`src/core/stc_pkg.sv`:
```
// Shared constants, encodings and types of the standard timer compare block
package stc_pkg;

  // ==========================================================
  // Register byte addresses on the AXI4-Lite bus
  localparam logic [7:0] STC_OFF_CTL0 = 8'h00;   // Run and pause control
  localparam logic [7:0] STC_OFF_CTL1 = 8'h04;   // timer_control_one
  localparam logic [7:0] STC_OFF_CNTL = 8'h08;   // counter_low_byte
  localparam logic [7:0] STC_OFF_CNTH = 8'h0C;   // counter_high_byte
  localparam logic [7:0] STC_OFF_CAL  = 8'h10;   // compare_a_low_byte
  localparam logic [7:0] STC_OFF_CAH  = 8'h14;   // compare_a_high_byte
  localparam logic [7:0] STC_OFF_CP   = 8'h18;   // compare_p_value

  // ==========================================================
  // Field positions and reset values
  localparam int          STC_RUN_BIT   = 3;      // counter_run in control 0
  localparam int          STC_PAUSE_BIT = 7;      // Pause in control 0
  localparam logic [7:0]  STC_CTL0_MASK = 8'h88;  // Implemented control 0 bits
  localparam logic [7:0]  STC_BYTE_RST  = 8'h00;  // Reset of every byte register
  localparam logic [15:0] STC_CNT_RST   = 16'h0000;
  localparam logic [15:0] STC_CNT_MAX   = 16'hFFFF;
  localparam logic [15:0] STC_CNT_ONE   = 16'h0001;
  localparam logic [7:0]  STC_CP_ZERO   = 8'h00;
  localparam logic [16:0] STC_FULL_SPAN = 17'h10000; // 65536 timer clocks

  // ==========================================================
  // Mode field encodings
  localparam logic [1:0] STC_MODE_CMP = 2'h0;    // Compare-match output
  localparam logic [1:0] STC_MODE_CAP = 2'h1;    // Capture input
  localparam logic [1:0] STC_MODE_PWM = 2'h2;    // PWM or single pulse
  localparam logic [1:0] STC_MODE_TC  = 2'h3;    // Timer/counter

  // Output action field, compare-match mode
  localparam logic [1:0] STC_ACT_NONE = 2'h0;
  localparam logic [1:0] STC_ACT_LOW  = 2'h1;
  localparam logic [1:0] STC_ACT_HIGH = 2'h2;
  localparam logic [1:0] STC_ACT_TOG  = 2'h3;
  // Output action field, PWM and single-pulse mode
  localparam logic [1:0] STC_ACT_INACT = 2'h0;
  localparam logic [1:0] STC_ACT_ACT   = 2'h1;
  localparam logic [1:0] STC_ACT_PWM   = 2'h2;
  localparam logic [1:0] STC_ACT_PULSE = 2'h3;
  // Output action field, capture mode
  localparam logic [1:0] STC_CAP_RISE = 2'h0;
  localparam logic [1:0] STC_CAP_FALL = 2'h1;
  localparam logic [1:0] STC_CAP_BOTH = 2'h2;

  // AXI responses
  localparam logic [1:0] STC_RESP_OKAY   = 2'h0;
  localparam logic [1:0] STC_RESP_SLVERR = 2'h2;

  // Layout of timer_control_one, bit 7 first
  typedef struct packed {
    logic [1:0] mode_sel;              // mode_sel_hi, mode_sel_lo
    logic [1:0] output_action;         // output_action_hi, output_action_lo
    logic       output_initial_level;
    logic       output_invert;
    logic       period_duty_swap;
    logic       clear_source_sel;
  } stc_ctl1_type;

endpackage

```
`src/core/stc_timer.sv`:
```
// Standard timer with compare output, PWM, single pulse and capture
// ============================================================
// What this block does
// RULE_01: Compare-match mode: A match drives pin low, high, toggles, or nothing.
// RULE_02: Action codes: 00 none,01 low,10 high,11 toggle; PWM: inactive,active,PWM,pulse.
// RULE_03: Requested level equal to initial level shows no pin change.
// RULE_04: Run bit rising edge returns the pin to its initial level.
// RULE_05: Software changes PWM action only while the timer is off.
// RULE_06: Compare-match mode: initial-level bit sets pin level before any match.
// RULE_07: PWM and single pulse: initial-level bit selects the active level.
// RULE_08: Invert bit set inverts the pin against the internal signal.
// RULE_09: Initial-level and invert bits do nothing in timer/counter mode.
// RULE_10: Swap 0: P sets period, A duty; swap 1: A period, P duty.
// RULE_11: Clear source 1 clears on A match; 0 on P match or overflow.
// RULE_12: Overflow clearing only when compare-P is zero; counter wraps at maximum.
// RULE_13: Clear source ignored in PWM, single-pulse and capture modes.
// RULE_14: Counter readable, not writable, as low and high bytes, reset zero.
// RULE_15: Compare-A held in two read/write bytes, both reset to zero.
// RULE_16: Compare-P compared against counter upper byte only, multiples of 256.
// RULE_17: P match period 65536 clocks for zero, else 256 times value.
// RULE_18: Five modes: compare, PWM, single pulse, capture, timer/counter.
// RULE_19: Mode codes: 00 compare, 01 capture, 10 PWM/pulse, 11 timer.
// RULE_20: Run rising clears counter; run falling stops it holding its value.
//
// The register addresses and the AXI4-Lite slave port were decided locally.
`timescale 1ns/10ps

module stc_timer
  import stc_pkg::*;
#(
  parameter int TIMER_DIV = 4                 // System clocks per timer clock
)
(
  input  wire logic        clk,              // System clock, 10 MHz
  input  wire logic        rst_n,            // Asynchronous reset, active low
  input  wire logic [7:0]  s_axi_awaddr,     // Write address
  input  wire logic        s_axi_awvalid,    // Write address valid
  output logic             s_axi_awready,    // Write address ready
  input  wire logic [31:0] s_axi_wdata,      // Write data
  input  wire logic [3:0]  s_axi_wstrb,      // Write byte strobes
  input  wire logic        s_axi_wvalid,     // Write data valid
  output logic             s_axi_wready,     // Write data ready
  output logic [1:0]       s_axi_bresp,      // Write response
  output logic             s_axi_bvalid,     // Write response valid
  input  wire logic        s_axi_bready,     // Write response ready
  input  wire logic [7:0]  s_axi_araddr,     // Read address
  input  wire logic        s_axi_arvalid,    // Read address valid
  output logic             s_axi_arready,    // Read address ready
  output logic [31:0]      s_axi_rdata,      // Read data
  output logic [1:0]       s_axi_rresp,      // Read response
  output logic             s_axi_rvalid,     // Read data valid
  input  wire logic        s_axi_rready,     // Read data ready
  input  wire logic        capture_pin_in,   // Capture input pin level
  output logic             timer_output_pin, // Timer output pin level
  output logic             timer_output_oe   // High while pin is driven
);

  // Divider must give at least one system clock per timer clock
  if (TIMER_DIV < 1) begin : g_bad_div
    $error("TIMER_DIV must be at least 1");
  end

  // ==========================================================
  // Registers
  logic [7:0]   ctl0_r;
  stc_ctl1_type ctl1_r;
  logic [15:0]  cnt_r;
  logic [15:0]  ca_r;
  logic [7:0]   cp_r;
  logic         run_d_r;
  logic         out_int_r;
  logic         pin_r;
  logic         oe_r;
  logic [15:0]  div_r;
  logic         tick_r;
  logic         cap_s1_r;
  logic         cap_s2_r;
  logic         cap_s3_r;

  // ==========================================================
  // AXI4-Lite slave: both write channels taken together
  logic         awready_r;
  logic         wready_r;
  logic         bvalid_r;
  logic [1:0]   bresp_r;
  logic         arready_r;
  logic         rvalid_r;
  logic [1:0]   rresp_r;
  logic [31:0]  rdata_r;
  logic [7:0]   rd_byte;
  logic         rd_hit;

  wire wr_go   = s_axi_awvalid && s_axi_wvalid && !awready_r && !bvalid_r;
  wire rd_go   = s_axi_arvalid && !arready_r && !rvalid_r;
  wire wr_lane = s_axi_wstrb[0];
  wire [7:0] wbyte = s_axi_wdata[7:0];
  wire wr_ctl0 = wr_go && wr_lane && s_axi_awaddr == STC_OFF_CTL0;
  wire wr_ctl1 = wr_go && wr_lane && s_axi_awaddr == STC_OFF_CTL1;
  wire wr_cal  = wr_go && wr_lane && s_axi_awaddr == STC_OFF_CAL;
  wire wr_cah  = wr_go && wr_lane && s_axi_awaddr == STC_OFF_CAH;
  wire wr_cp   = wr_go && wr_lane && s_axi_awaddr == STC_OFF_CP;
  // Counter bytes decode but take no write
  wire wr_hit  = s_axi_awaddr == STC_OFF_CTL0 || s_axi_awaddr == STC_OFF_CTL1
              || s_axi_awaddr == STC_OFF_CNTL || s_axi_awaddr == STC_OFF_CNTH
              || s_axi_awaddr == STC_OFF_CAL  || s_axi_awaddr == STC_OFF_CAH
              || s_axi_awaddr == STC_OFF_CP;

  // Read data selection
  always_comb
  begin
    rd_hit  = 1'b1;
    rd_byte = STC_BYTE_RST;
    if (s_axi_araddr == STC_OFF_CTL0)
      rd_byte = ctl0_r;
    else if (s_axi_araddr == STC_OFF_CTL1)
      rd_byte = ctl1_r;
    else if (s_axi_araddr == STC_OFF_CNTL)
      rd_byte = cnt_r[7:0];                  // RULE_14
    else if (s_axi_araddr == STC_OFF_CNTH)
      rd_byte = cnt_r[15:8];                 // RULE_14
    else if (s_axi_araddr == STC_OFF_CAL)
      rd_byte = ca_r[7:0];                   // RULE_15
    else if (s_axi_araddr == STC_OFF_CAH)
      rd_byte = ca_r[15:8];                  // RULE_15
    else if (s_axi_araddr == STC_OFF_CP)
      rd_byte = cp_r;
    else
      rd_hit = 1'b0;
  end

  // Write channel handshake and response
  always_ff @(posedge clk or negedge rst_n)
  begin
    if (!rst_n)
    begin
      awready_r <= 1'b0;
      wready_r  <= 1'b0;
      bvalid_r  <= 1'b0;
      bresp_r   <= STC_RESP_OKAY;
    end
    else
    begin
      awready_r <= wr_go;
      wready_r  <= wr_go;
      // Response only once both channels have been handed over
      if (awready_r)
      begin
        bvalid_r <= 1'b1;
        bresp_r  <= wr_hit ? STC_RESP_OKAY : STC_RESP_SLVERR;
      end
      else if (s_axi_bready)
        bvalid_r <= 1'b0;
    end
  end

  // Read channel handshake and data
  always_ff @(posedge clk or negedge rst_n)
  begin
    if (!rst_n)
    begin
      arready_r <= 1'b0;
      rvalid_r  <= 1'b0;
      rresp_r   <= STC_RESP_OKAY;
      rdata_r   <= 32'h00000000;
    end
    else
    begin
      arready_r <= rd_go;
      // Data only once the address has been handed over
      if (arready_r)
      begin
        rvalid_r <= 1'b1;
        rresp_r  <= rd_hit ? STC_RESP_OKAY : STC_RESP_SLVERR;
        rdata_r  <= {24'h000000, rd_byte};
      end
      else if (s_axi_rready)
        rvalid_r <= 1'b0;
    end
  end

  // ==========================================================
  // Timer clock enable and capture pin synchroniser
  wire [15:0] div_last = 16'(TIMER_DIV - 1);

  always_ff @(posedge clk or negedge rst_n)
  begin
    if (!rst_n)
    begin
      div_r    <= STC_CNT_RST;
      tick_r   <= 1'b0;
      cap_s1_r <= 1'b0;
      cap_s2_r <= 1'b0;
      cap_s3_r <= 1'b0;
    end
    else
    begin
      div_r    <= (div_r >= div_last) ? STC_CNT_RST : div_r + STC_CNT_ONE;
      tick_r   <= div_r >= div_last;
      cap_s1_r <= capture_pin_in;
      cap_s2_r <= cap_s1_r;
      cap_s3_r <= cap_s2_r;
    end
  end

  // ==========================================================
  // Counter, comparators and clear selection
  wire [1:0] mode     = ctl1_r.mode_sel;       // RULE_18 RULE_19
  wire [1:0] act      = ctl1_r.output_action;
  wire       ilvl     = ctl1_r.output_initial_level;
  wire       run      = ctl0_r[STC_RUN_BIT];
  wire       run_rise = run && !run_d_r;
  wire       counting = tick_r && run && !ctl0_r[STC_PAUSE_BIT]; // RULE_20
  wire [15:0] cnt_inc = cnt_r + STC_CNT_ONE;
  wire is_pulse = mode == STC_MODE_PWM && act == STC_ACT_PULSE;
  wire is_pwm   = mode == STC_MODE_PWM && act != STC_ACT_PULSE;
  wire is_cmp   = mode == STC_MODE_CMP || mode == STC_MODE_TC;
  wire a_hit    = counting && cnt_inc == ca_r;
  // Upper byte only, zero means the counter runs the full span
  wire p_hit    = counting && cp_r != STC_CP_ZERO
               && cnt_inc == {cp_r, STC_BYTE_RST};             // RULE_16 RULE_17
  // Period source: swap picks A, otherwise P with wrap at zero
  wire pwm_clr  = ctl1_r.period_duty_swap ? a_hit : p_hit;     // RULE_10
  wire cmp_clr  = ctl1_r.clear_source_sel ? a_hit : p_hit;     // RULE_11 RULE_12
  // Clear source only steers compare and timer modes
  wire clr_now  = is_cmp ? cmp_clr : (is_pwm ? pwm_clr : 1'b0); // RULE_13
  wire [16:0] duty = ctl1_r.period_duty_swap
                   ? (cp_r == STC_CP_ZERO ? STC_FULL_SPAN
                                          : {1'b0, cp_r, STC_BYTE_RST})
                   : {1'b0, ca_r};                             // RULE_10
  wire pwm_act  = {1'b0, cnt_r} < duty;
  wire sp_stop  = is_pulse && a_hit;
  wire cap_edge = mode == STC_MODE_CAP && (
                  (act == STC_CAP_RISE && cap_s2_r && !cap_s3_r) ||
                  (act == STC_CAP_FALL && !cap_s2_r && cap_s3_r) ||
                  (act == STC_CAP_BOTH && cap_s2_r != cap_s3_r));

  // Counter update: run rising clears it, otherwise counts or clears
  always_ff @(posedge clk or negedge rst_n)
  begin
    if (!rst_n)
      cnt_r <= STC_CNT_RST;
    else if (run_rise)
      cnt_r <= STC_CNT_RST;                  // RULE_20
    else if (counting)
      cnt_r <= clr_now ? STC_CNT_RST : cnt_inc; // RULE_11 RULE_12
  end

  // Control and compare registers
  always_ff @(posedge clk or negedge rst_n)
  begin
    if (!rst_n)
    begin
      ctl0_r  <= STC_BYTE_RST;
      ctl1_r  <= STC_BYTE_RST;
      ca_r    <= STC_CNT_RST;                // RULE_15
      cp_r    <= STC_BYTE_RST;
      run_d_r <= 1'b0;
    end
    else
    begin
      run_d_r <= run;
      if (wr_ctl0)
        ctl0_r <= wbyte & STC_CTL0_MASK;
      else if (sp_stop)
        ctl0_r[STC_RUN_BIT] <= 1'b0;         // Pulse ends on A match
      if (wr_ctl1)
        ctl1_r <= wbyte;
      if (cap_edge)
        ca_r <= cnt_r;                       // Capture wins over a write
      else
      begin
        if (wr_cal)
          ca_r[7:0] <= wbyte;                // RULE_15
        if (wr_cah)
          ca_r[15:8] <= wbyte;               // RULE_15
      end
      if (wr_cp)
        cp_r <= wbyte;
    end
  end

  // ==========================================================
  // Output generation
  logic out_nxt;

  always_comb
  begin
    out_nxt = out_int_r;
    case (mode)
      STC_MODE_CMP:
        if (run_rise)
          out_nxt = ilvl;                    // RULE_04 RULE_06
        else if (a_hit)
          case (act)                         // RULE_01 RULE_02 RULE_03
            STC_ACT_LOW:  out_nxt = 1'b0;
            STC_ACT_HIGH: out_nxt = 1'b1;
            STC_ACT_TOG:  out_nxt = !out_int_r;
            default:      out_nxt = out_int_r;
          endcase
      STC_MODE_PWM:
        case (act)                           // RULE_02 RULE_07
          STC_ACT_INACT: out_nxt = !ilvl;
          STC_ACT_ACT:   out_nxt = ilvl;
          STC_ACT_PWM:   out_nxt = pwm_act ? ilvl : !ilvl;
          default:       out_nxt = (run && !sp_stop) ? ilvl : !ilvl;
        endcase
      default:
        out_nxt = out_int_r;                 // RULE_09
    endcase
  end

  // Pin stage with inversion, pin forced low in timer mode, enable off in timer and capture modes
  always_ff @(posedge clk or negedge rst_n)
  begin
    if (!rst_n)
    begin
      out_int_r <= 1'b0;
      pin_r     <= 1'b0;
      oe_r      <= 1'b0;
    end
    else
    begin
      out_int_r <= out_nxt;
      pin_r     <= (mode == STC_MODE_TC) ? 1'b0
                 : out_int_r ^ ctl1_r.output_invert; // RULE_08 RULE_09
      oe_r      <= mode == STC_MODE_CMP || mode == STC_MODE_PWM;
    end
  end

  assign s_axi_awready    = awready_r;
  assign s_axi_wready     = wready_r;
  assign s_axi_bvalid     = bvalid_r;
  assign s_axi_bresp      = bresp_r;
  assign s_axi_arready    = arready_r;
  assign s_axi_rvalid     = rvalid_r;
  assign s_axi_rresp      = rresp_r;
  assign s_axi_rdata      = rdata_r;
  assign timer_output_pin = pin_r;
  assign timer_output_oe  = oe_r;
endmodule
```
`config.mk`:
```
export PLATFORM = sky130hd
export DESIGN_NAME = stc_timer
export DESIGN_NICKNAME = d
export VERILOG_FILES = /design/src/core/stc_pkg.sv /design/src/core/stc_timer.sv
export SDC_FILE = /design/constraint.sdc
export NUM_CORES = 1
export LEC_CHECK = 0
export ABC_AREA = 0
export BUFFER_PORTS_ARGS = -buffer_cell sky130_fd_sc_hd__buf_2
export CAP_MARGIN = 20
export CORE_UTILIZATION = 46
export CTS_CLUSTER_DIAMETER = 30
export DETAILED_ROUTE_END_ITERATION = 10
export PLACE_DENSITY_LB_ADDON = 0.12
export SLEW_MARGIN = 20
export SYNTH_ARGS = -nofsm -noshare
export SYNTH_HDL_FRONTEND = slang
export SYNTH_SLANG_ARGS = --single-unit
```
`constraint.sdc`:
```
create_clock -name clk -period 4 [get_ports clk]
set_input_delay 0.8 -clock clk [delete_from_list [all_inputs] [get_ports clk]]
set_output_delay 0.8 -clock clk [all_outputs]
set_load 0.01 [all_outputs]
```
Word level (Yosys, flattened, before mapping)
Cells that the tools add are included.
{"block": "word_totals", "inputBits": 60, "output_inout_bits": 43, "regBits": 90, "elab_cells": 162}
{"block": "classes", "n_lt_le_gt_ge": 2, "n_reduce_logical": 62, "n_addsub": 2, "bitwise": 1, "eq_ne": 24, "muxes": 43}
{"op": "$mux 16", "n": 5}
{"op": "$mux 8", "n": 9}
{"op": "$eq 8x5->1 const B", "n": 6}
{"op": "$mux 17", "n": 2}
{"op": "$add 16x1->16 const B", "n": 2}
{"op": "$eq 16x16->1", "n": 2}
{"op": "$eq 8x4->1 const B", "n": 4}
{"op": "$logic_and 1x1->1", "n": 27}
{"op": "$logic_not 8->1", "n": 3}
{"op": "$mux 1", "n": 22}
{"op": "$lt 16x17->1", "n": 1}
{"op": "$eq 8x3->1 const B", "n": 2}
{"op": "$ge 16x2->1 const B", "n": 1}
{"op": "$reduce_bool 2->1", "n": 7}
{"op": "$logic_not 1->1", "n": 11}
{"op": "$logic_or 1x1->1", "n": 10}
{"op": "$eq 2x2->1 const B", "n": 4}
{"op": "$reduce_bool 8->1", "n": 1}
{"op": "$pmux 1 s3", "n": 2}
{"op": "$ne 5x5->1 const B", "n": 1}
{"op": "$eq 2x1->1 const B", "n": 2}
{"op": "$logic_not 2->1", "n": 2}
{"op": "$mux 2", "n": 2}
{"op": "$ne 3x3->1 const B", "n": 1}
{"op": "other kinds (5)", "n": 5}

Depth between registers and ports, before layout
Gate-level depths: netlist of run 1.
{"block": "depth", "word_depth": 10, "ltp_mapped": 12, "ltp_nobuf": 10}

Worst setup path before layout of run 1
OpenSTA, ideal clock, no wires.
{"block": "synth_path", "path_type": "register to register", "from": "reg cnt_r[0]", "to": "reg cnt_r[13]", "period_less_slack_ns": 2.703, "setup_ns": 0.132, "stages_incl_launch_ff": 11, "arrival_time_ns": 2.570, "slack_ns": 1.297, "n_path_buf": 2, "t_required_ns": 3.868, "cell_sequence": "dfrtp_1 buf_2 nand4_2 nor4_2 nand3_1 xnor2_1 or4_1 o31a_1 buf_6 a31oi_1 mux2i_1"}
{"block": "synth_via", "elab_chain_cells": 9, "word_cells_on_any_way": 12, "classes_between": "add/sub: 1; eq/ne: 2; mux: 7; reduce/logical: 2"}
{"item": "from (decl)", "line_no": "stc_timer.sv:67", "text": "logic [15:0] cnt_r;"}
{"item": "from (signal assigned)", "line_no": "stc_timer.sv:245", "text": "cnt_r <= clr_now ? STC_CNT_RST : cnt_inc;"}
{"item": "$add 16x1->16 (*)", "line_no": "stc_timer.sv:213", "text": "wire [15:0] cnt_inc = cnt_r + STC_CNT_ONE;"}
{"item": "$eq 16x16->1, on equally long branches", "line_no": "stc_timer.sv:220, stc_timer.sv:217"}
{"item": "$logic_and 1x1->1, on equally long branches", "line_no": "stc_timer.sv:220, stc_timer.sv:217"}
{"item": "$mux 1", "line_no": "stc_timer.sv:222", "text": "wire pwm_clr = ctl1_r.period_duty_swap ? a_hit : p_hit;"}
{"item": "$mux 1 (2 in series)", "line_no": "stc_timer.sv:225", "text": "wire clr_now = is_cmp ? cmp_clr : (is_pwm ? pwm_clr : 1'b0);"}
{"item": "$mux 16 (*)", "line_no": "stc_timer.sv:245"}
{"item": "$mux 16 (*)", "line_no": "stc_timer.sv:244", "text": "else if (counting)"}
{"item": "$mux 16 (*)", "line_no": "stc_timer.sv:242", "text": "else if (run_rise)"}
Mark *: on every way between the ends. The rest lies on a longest branch, timed or not. The select of a mux whose other input is x is not followed.
A chain may end at the register's enable or synchronous reset.

Final worst setup path of run 1
{"block": "layout_path", "from": "reg cnt_r[0]", "to": "reg cnt_r[9]"}
Same word-level chain as after synthesis.

==> flow_summary.yaml, run 1 <==
floorplanning:
  die_w_um: 115
  ios: 103
  dieArea_mm2: 0.0132
  initial_core_util_pct: 48.1
  fp.coreArea_mm2: 0.0122
  std_cell_rows: 40
  die_h_um: 115
global_routing:
  grt_max_degree: 70
  grt_pass1_vias: 4592
  antenna_found_initial: 0
  grt_usage_pct: 25.2
  overflow: 0
  grt_pass1_wl_um: 24900
timing:
  maxClockFrequency_mhz: 281
  fin_worst_skew_ps: 6.90
  setup_viol: 0
  finalHoldViolations: 0
  slew_violations: 0
  post-route-period-util_pct: 88.9
  rsz0062_at_grt: "false"
  maxSlewHeadroom_pct: 39.2
  fin_setup_tns_ps: 0
  worstMarginPinSlew_ps: 913
  min_period_ps: 3550
cells_and_area:
  antenna_cells: 0
  fillCellCount: 1124
  syn_to_final_growth_pct: 10.5
  drive_gt1_share_pct: 17.6
  nets: 753
  fin_area_mm2: 0.00649
clock_tree:
  cts-buffers-inserted: 9
  cts_buffer_depth: 2
  clock-root-buffer: "clkbuf_16"
  cts_tree: "yes"
  clk_pin_slew_ps: 70
  holdBufCountCts: 0
  cts_sinks: 88
  htree_levels: 3
  clkLatencyLatePin_ps: 350
  postCtsSetupBuffers: 0
  cts.repair.resized: 0
yosys:
  yosys_warnings: 0
  ys_seq_area_share_pct: 37.5
  netlist_area_mm2: 0.00587
  synth_edf_count: 0
  syn_avg_cell_area_um2: 9.52
  synth.most_common_cell: "dfrtp_1"
  synth-main-ff-cell: "dfrtp_1"
  synthCells: 617
  synth.top_cell.area_share_pct: 37.5
  synthTopCellsByArea: "dfrtp_1 (37%), mux2i_1 (5.6%), ha_1 (5.5%), buf_4 (3.8%), xnor2_1 (3.7%)"
  yosysUniqueCellTypes: 62
  yosys.area.top_type: "dfrtp_1"
  async_reset_ff_share_pct: 100
  ys_ff_latch: 88
  ys_top_cells_by_count: "dfrtp_1 (88), nand2_1 (51), nor2_1 (43)"
routing:
  drt_iter0_markers: 360
  remaining_drc_errors: 0
  via_count: 4794
  routedWlPerCell_um: 18.5
  routed_wl_um: 15500
  via_per_inst: 5.71
  antenna_left: 0
  drt_pre_antenna_iters: 4
worst_setup_path:
  required_ps: 4230
  critPathMostFrequentCell: "nor4_4"
  critPathSlowestCell: "dfrtp_1"
  crit_path_end_kind: "flip-flop"
  startpoint_type: "flip-flop"
  cp.arrival_ps: 3780
  cp_cell_sequence: "ha_1 > nand3_4 > nor4_4 > or3b_1 > nand4_1 > nor4_4 > nand4_2 > buf_4 > a31oi_1 > o22ai_1"
  cp_max_fo: 13
  worstSetupPathType: "flip-flop to flip-flop"
  critPathMaxStageDelay_ps: 610
place:
  hpwl_um: 11300
  gp_congestion: 0.871
  io_buffers: 49
  place_area_mm2: 0.00620
power_and_ir_drop:
  p_per_area_mw_per_mm2: 389
  p_leak_nw: 2.91
  vdd_drop_max_uv: 256
status:
  status: "finished, final reports clean"
hold_path:
  min-delay-path-class: "flip-flop to flip-flop"
run:
  cap_violations: 0
==> registers in the layout, summed over array words and instances (netlist names), 2 cells and up <==
register / flops
ca_r: 16
cnt_r: 16
div_r: 16
cp_r: 8
s_axi_rdata: 8
ctl1_r: 3
act: 2
ctl0_r: 2
mode: 2
==> logic make-up (layout without fill, tap and decap cells) <==
logic type                 Yosys count  count (layout)  share of synthesized area [%]
and+or+nand+nor                    211             211                           20.5
buffers and inverters               79              95                           7.65
adders and majority gates           26              26                           5.54
xor gates and xnor gates            36              36                           5.50
DFF                                 88              88                           37.5
other                                1              40                         0.0639
muxes                               53              53                           9.84
AOI/OAI and AO/OA                  123             123                           13.4
==> stage by stage <==
step                      hold WS, ps  power [W]  worst slack [ps]  util, %  std cells
after detailed placement          337    0.00173               519     50.8        824
after global placement            343    0.00171               601     50.7        823
after CTS                         360    0.00254               504     53.1        840
after floorplan                   331    0.00155              1300        -        656
final                             356    0.00253               445     53.1        840
after global routing              361    0.00266               199     53.1        840
==> final cells by class <==
| cell class | count | area (µm²) | share of cell area (%) |
|---|---|---|---|
| Multi-Input combinational cell | 489 | 3380 | 52.1 |
| Timing Repair Buffer | 63 | 353 | 5.44 |
| Clock inverter | 6 | 42.5 | 0.656 |
| Inverter | 16 | 60.1 | 0.926 |
| Tap cell | 168 | 210 | 3.24 |
| Sequential cell | 88 | 2200 | 33.9 |
| Clock buffer | 10 | 239 | 3.68 |
==> worst max-delay path, delay by kind of cell, from the launching register on <==
family                   cells  cell delay (ps)
AND/OR/NAND/NOR              6             1800
flip-flops                   1              610
adder cells (fa/ha/maj)      1              420
buffers and inverters        1              330
AO/OA/AOI/OAI                2              270
==> layer usage <==
layer  vias up  part of all wire, %  routed length [µm]  track usage [%]
li1       2257                    -                   -                -
met1      2342                   46                7140             34.8
met2       173                   46                7080             39.2
met3        22                  6.5                1000             4.53
met4         0                  1.9                 291             9.87
met5         -                    0                   0                0
==> where the power goes <==
group	internal [W]	total, W	switching (W)
sequential	0.000979	0.00110	0.000120
clock	0.000440	0.000811	0.000371
combinational	0.000267	0.000618	0.000351
total	0.00169	0.00253	0.000841
==> cells in the final DEF (no fill, tap or decap), drive strengths merged, types with 4 or more instances in the layout <==
cell    Yosys  routed
clkbuf     19      10
a31oi      18      18
nor2       44      44
nor2b       8       8
a211oi      4       4
conb        1      40
dfrtp      88      88
o221ai      6       6
o21a        7       7
inv        16      18
mux2       18      18
buf        44      63
nand4      15      15
nand2b     20      20
a21oi      11      11
xor2       10      10
nor4       11      11
o21ai      40      40
nor3       12      12
nor3b       4       4
or4         4       4
xnor2      26      26
a21o        8       8
nand3      22      22
a22oi      12      12
ha         26      26
or3         4       4
nand2      51      51
o22ai       4       4
mux2i      33      33
==> final timing paths <==
check / cells after the start / slack (ps) / from / endpoint
worst min register to register: 0 / 360 / cap_s1_r / cap_s2_r
worst max-delay path: 10 / 450 / cnt_r[0] / cnt_r[9]
worst min-delay path: 0 / 360 / cap_s1_r / cap_s2_r
min in group asynchronous: 1 / 590 / rst_n / cap_s3_r
worst max register to register: 10 / 450 / cnt_r[0] / cnt_r[9]
max in group asynchronous: 2 / 2610 / rst_n / div_r[13]
(Power assumes the default switching activity.)
==> run 2, diff against run 1 <==
--- a/config.mk
+++ b/config.mk
@@ -5,14 +5,14 @@
 export SDC_FILE = /design/constraint.sdc
 export NUM_CORES = 1
 export LEC_CHECK = 0
-export ABC_AREA = 0
+export ABC_AREA = 1
+export ABC_CLOCK_PERIOD_IN_PS = 4000
 export BUFFER_PORTS_ARGS = -buffer_cell sky130_fd_sc_hd__buf_2
 export CAP_MARGIN = 20
 export CORE_UTILIZATION = 46
 export CTS_CLUSTER_DIAMETER = 30
 export DETAILED_ROUTE_END_ITERATION = 10
 export PLACE_DENSITY_LB_ADDON = 0.12
-export SLEW_MARGIN = 20
 export SYNTH_ARGS = -nofsm -noshare
 export SYNTH_HDL_FRONTEND = slang
 export SYNTH_SLANG_ARGS = --single-unit
==> flow_summary.yaml, run 2 <==
power_and_ir_drop:
  vdd_drop_max_uv: 319
  pwr-share-clk_pct: 33.7
  p_per_area_mw_per_mm2: 421
  sw_frac_of_total_pct: 35.7
  switchingPower_w: 0.000986
  power_w: 0.00276
  pwr-share-seq_pct: 41.2
  intPower_w: 0.00177
  combPwrFrac_pct: 25.1
  p_leak_nw: 3.35
worst_setup_path:
  critPathMostFrequentCell: "nand2_1"
  critPathSlowestCell: "dfrtp_1"
  startpoint_type: "flip-flop"
  cp.arrival_ps: 3270
  cp_cell_sequence: "clkinv_1 > nand2_1 > ha_1 > a21oi_1 > nor3_1 > nor2_1 > nand4_1 > nand2_1 > nand2_1 > nand2_1 > nand3_1 > nand2_1 > nand2_1 > nand2_1 > nand2_1 > a21oi_1"
  critPathMaxStageDelay_ps: 780
  r2r.worst_path.cells: 16
  crit_path_end_kind: "flip-flop"
  cp_max_fo: 21
  timing.rr.start: "ctl1_r[1]"
  r2r_slack_ps: 1020
  required_ps: 4280
  r2r_end: "out_int_r"
  worstSetupPathType: "flip-flop to flip-flop"
place:
  dp_slack_ps: 1120
  hpwl_um: 13400
  gp_congestion: 0.944
  place_area_mm2: 0.00619
  io_buffers: 49
clock_tree:
  cts-buffers-inserted: 9
  postCtsSetupBuffers: 0
  cts_sinks: 88
  htree_levels: 3
  clk_pin_slew_ps: 70
  cts_buffer_depth: 2
  clkLatencyLatePin_ps: 360
  cts_tree: "yes"
  cts.repair.resized: 0
  clock-root-buffer: "clkbuf_16"
  holdBufCountCts: 0
status:
  status: "finished, final reports clean"
global_routing:
  grt_pass1_vias: 5228
  grt_max_degree: 89
  antenna_found_initial: 0
  grt_usage_pct: 28.3
  overflow: 0
  grt_pass1_wl_um: 27400
timing:
  post-route-period-util_pct: 74.5
  finalHoldViolations: 0
  maxClockFrequency_mhz: 335
  maxSlewHeadroom_pct: 40.8
  setup_ws_ps: 1020
  fin_setup_tns_ps: 0
  min_period_ps: 2980
  worstMarginPinSlew_ps: 889
  slew_violations: 0
  rsz0062_at_grt: "false"
  setup_viol: 0
  fin_worst_skew_ps: 11.3
floorplanning:
  initial_core_util_pct: 47.9
  die_h_um: 115
  fp.coreArea_mm2: 0.0122
  dieArea_mm2: 0.0131
  die_w_um: 115
  std_cell_rows: 40
  ios: 103
yosys:
  syn_avg_cell_area_um2: 7.47
  ys_top_cells_by_count: "nand2_1 (218), inv_1 (92), dfrtp_1 (88)"
  yosysUniqueCellTypes: 44
  netlist_area_mm2: 0.00583
  synthCells: 780
  ys_seq_area_share_pct: 37.8
  async_reset_ff_share_pct: 100
  ys_ff_latch: 88
  yosys.area.top_type: "dfrtp_1"
  synth-main-ff-cell: "dfrtp_1"
  yosys_warnings: 0
  synthTopCellsByArea: "dfrtp_1 (38%), nand2_1 (14%), inv_1 (5.9%), ha_1 (5.6%), o21ai_0 (5.1%)"
  synth.top_cell.area_share_pct: 37.8
  synth_edf_count: 0
  synth.most_common_cell: "nand2_1"
routing:
  via_count: 5451
  remaining_drc_errors: 0
  routed_wl_um: 17000
  via_per_inst: 5.37
  drt_iter0_markers: 477
  drt_pre_antenna_iters: 5
  antenna_left: 0
  routedWlPerCell_um: 16.8
cells_and_area:
  antenna_cells: 0
  fillCellCount: 1206
  reg_top3: "ca_r x16, cnt_r x16, div_r x16"
  nets: 929
  final_common_cell: "nand2_1"
  final_core_util_pct: 53.8
  fin_area_mm2: 0.00655
  syn_to_final_growth_pct: 12.4
  drive_gt1_share_pct: 14.4
  layout_common_cells: "nand2_1 (218), inv_1 (92), dfrtp_1 (88), o21ai_0 (59), nand3_1 (50)"
run:
  cap_violations: 0
hold_path:
  holdPathEnd: "cap_s2_r"
  hold_path_startpoint: "cap_s1_r"
  hold_depth: 0
  min-delay-path-class: "flip-flop to flip-flop"
[run 2: changes by cell type after synthesis, moves of 15 or more]
cell	before	now
nand2_1	51	218
nand3_1	21	50
inv_1	16	92
o21ai_0	34	59
a31oi_1	18	0
xnor2_1	25	2
nand2b_1	20	0
mux2i_1	33	1
nand2_2	0	15
mux2_2	18	0
[run 2: worst max path at each step]
stage | start | end | slack, ps | cells after the start
after floorplan | s_axi_araddr[7] | s_axi_rdata[1] | 1730 | 11
after global placement | ctl1_r[1] | out_int_r | 1160 | 16
after detailed placement | ctl1_r[1] | out_int_r | 1120 | 16
after CTS | ctl1_r[1] | out_int_r | 1100 | 16
after global routing | ctl1_r[1] | out_int_r | 840 | 16
final | ctl1_r[1] | out_int_r | 1020 | 16
[run 2: routing by layer]
| layer | GRT usage (%) | wire, µm | share of wire [%] | up-vias |
|---|---|---|---|---|
| li1 | - | - | - | 2636 |
| met1 | 37.8 | 7520 | 44 | 2542 |
| met2 | 45.7 | 7820 | 46 | 242 |
| met3 | 4.13 | 1180 | 6.9 | 31 |
| met4 | 12.0 | 520 | 3.1 | 0 |
| met5 | 0 | 0 | 0 | - |
[run 2: critical path, delay by kind of cell, from the launching register on]
kind / cells / cell delay, ps
flip-flops: 1 / 780
AO/OA/AOI/OAI: 2 / 290
adder cells (fa/ha/maj): 1 / 250
buffers and inverters: 1 / 520
AND/OR/NAND/NOR: 12 / 1060
[run 2: layout make-up]
cell class	instances	area (µm²)	share of cell area, %
inverters	101	379	5.79
repair buffers	53	302	4.61
clock inverters	7	103	1.57
clock buffers	9	225	3.44
multi-input cells	590	3130	47.8
flip-flops and latches	88	2200	33.6
well taps	168	210	3.21
[run 2: cells by family (layout without fill, tap and decap cells)]
group / after synthesis / in the layout / share of synthesized area [%]
compound gates: 125 / 125 / 13.5
other cells: 1 / 40 / 0.0644
simple gates: 392 / 392 / 30.6
xor+xnor: 6 / 6 / 1.14
fa+ha+maj: 26 / 26 / 5.58
mux: 1 / 1 / 0.172
flops: 88 / 88 / 37.8
buf+inv: 141 / 170 / 11.1
[run 2: through the flow]
stage	hold slack, ps	cells
final	356	1016
after CTS	355	1015
after global placement	334	997
after global routing	373	1016
after detailed placement	339	999
after floorplan	331	819
[run 2: power by group through the flow]
| stage | Combinational, W | Clock [W] | Sequential [W] |
|---|---|---|---|
| 2_1_floorplan | 0.000502 | 0 | 0.00110 |
| 3_3_place_gp | 0.000665 | 0 | 0.00115 |
| 3_5_place_dp | 0.000680 | 0 | 0.00115 |
| 4_1_cts | 0.000684 | 0.000946 | 0.00113 |
| 5_1_grt | 0.000783 | 0.000978 | 0.00115 |
| 6_report | 0.000693 | 0.000929 | 0.00114 |
==> run 3, diff against run 2 <==
--- a/config.mk
+++ b/config.mk
@@ -6,7 +6,7 @@
 export NUM_CORES = 1
 export LEC_CHECK = 0
 export ABC_AREA = 1
-export ABC_CLOCK_PERIOD_IN_PS = 4000
+export ABC_CLOCK_PERIOD_IN_PS = 2430
 export BUFFER_PORTS_ARGS = -buffer_cell sky130_fd_sc_hd__buf_2
 export CAP_MARGIN = 20
 export CORE_UTILIZATION = 46
==> constraint.sdc (replaced) <==
create_clock -name clk -period 2.43 [get_ports clk]
set_input_delay 0.486 -clock clk [delete_from_list [all_inputs] [get_ports clk]]
set_output_delay 0.486 -clock clk [all_outputs]
set_load 0.01 [all_outputs]
==> flow_summary.yaml, run 3 (same netlist as run 2, synthesis figures left out) <==
floorplanning:
  std_cell_rows: 40
  initial_core_util_pct: 47.9
  die_h_um: 115
  fp.coreArea_mm2: 0.0122
  ios: 103
  dieArea_mm2: 0.0131
  die_w_um: 115
routing:
  remaining_drc_errors: 0
  via_per_inst: 5.36
  via_count: 5936
  drt_pre_antenna_iters: 5
  antenna_left: 0
  drt_iter0_markers: 365
  routed_wl_um: 19700
  routedWlPerCell_um: 17.8
clock_tree:
  cts_buffer_depth: 2
  clkLatencyLatePin_ps: 350
  cts-buffers-inserted: 9
  cts_sinks: 88
  holdBufCountCts: 0
  clk_pin_slew_ps: 70
  clock-root-buffer: "clkbuf_16"
  cts_tree: "yes"
  htree_levels: 3
timing:
  worstMarginPinSlew_ps: 574
  post-route-period-util_pct: 103
  maxSlewHeadroom_pct: 61.7
  setup_ws_ps: -70.2
  slew_violations: 0
  rsz0062_at_grt: "true"
  min_period_ps: 2500
  fin_worst_skew_ps: 12.1
  maxClockFrequency_mhz: 400
  finalHoldViolations: 0
  setup_viol: 16
worst_setup_path:
  required_ps: 2670
  startpoint_type: "flip-flop"
  cp_max_fo: 8
  worstSetupPathType: "flip-flop to flip-flop"
  cp.arrival_ps: 2740
  crit_path_end_kind: "flip-flop"
place:
  io_buffers: 49
  gp_congestion: 0.948
  hpwl_um: 15400
cells_and_area:
  layout_common_cells: "nand2_1 (206), inv_1 (92), buf_4 (90), dfrtp_1 (86), o21ai_0 (50)"
  reg_top3: "ca_r x16, cnt_r x16, div_r x16"
  syn_to_final_growth_pct: 27.6
  final_common_cell: "nand2_1"
  drive_gt1_share_pct: 26.8
  antenna_cells: 0
  final_core_util_pct: 61.1
  nets: 1020
hold_path:
  min-delay-path-class: "primary input to async pin"
power_and_ir_drop:
  vdd_drop_max_uv: 462
  p_leak_nw: 3.81
  p_per_area_mw_per_mm2: 687
  power_w: 0.00511
global_routing:
  grt_pass1_wl_um: 30300
  grt_usage_pct: 31.6
  grt_pass1_vias: 5550
  overflow: 0
  antenna_found_initial: 0
  grt_max_degree: 48
status:
  failed_checks: "negative setup slack"
  status: "finished, violations left"
run:
  cap_violations: 0
## run 3: where the power goes
part	internal [W]	switching [W]
logic	0.000815	0.00109
registers	0.00162	0.000180
clock network	0.000723	0.000683
## run 3: area by class of cell
type | instances | area (µm²)
Clock buffer | 9 | 225
Clock inverter | 7 | 70.1
Fill cell | 1131 | 4730
Inverter | 101 | 379
Multi-Input combinational cell | 591 | 3370
Sequential cell | 88 | 2200
Tap cell | 168 | 210
Timing Repair Buffer | 143 | 981
## run 3: what timing repair did
| item | 4_1_cts | 5_1_grt |
|---|---|---|
| pin swaps | 7 | 22 |
| gates cloned | 1 | 0 |
| buffers inserted | 0 | 4 |
| setup endpoints to repair | 17 | 18 |
| resized for setup | 19 | 46 |
## run 3: final timing paths
path | depth (start not counted) | startpoint | end | slack (ps)
setup / recovery | 15 | cnt_r[1] | cnt_r[0] | -70
setup reg to reg | 15 | cnt_r[1] | cnt_r[0] | -70
min in group clk | 1 | capture_pin_in | cap_s1_r | 240
hold / removal | 1 | rst_n | cnt_r[12] | 120
max in group asynchronous | 2 | rst_n | act[1] | 1660
hold reg to reg | 0 | cap_s1_r | cap_s2_r | 370
## run 3: metrics by stage
step | setup TNS [ps] | setup WS (ps) | hold slack (ps) | cell area, µm² | std cells
final | -987 | -70.2 | 117 | 7440 | 1107
after global routing | -1730 | -126 | 169 | 7440 | 1107
after CTS | 0 | 2.75 | 140 | 7250 | 1103
after detailed placement | -2500 | -181 | 358 | 6850 | 1086
after global placement | -1870 | -150 | 337 | 6850 | 1086
after floorplan | 0 | 211 | 190 | 5970 | 819
## run 3: layer usage
metal	vias up	part of all wire (%)	GRT usage (%)
met1	2835	46	44.0
met5	-	0	0
met2	236	45	49.8
met4	0	3.2	12.4
met3	36	6.2	4.13
li1	2829	-	-
## run 3: critical path: stages, from the launching register on
cell     delay (ps)
dfrtp_1         410
buf_6           170
nand2_4          60
nor2_4          200
nand2_4         110
buf_6           140
o21ai_2         180
nand2_2         120
inv_2            80
nor2_1           40
nor3_2          170
nand3_2         160
nand2_2         120
nand3_4         170
nand2_8         180
o21ai_2          70
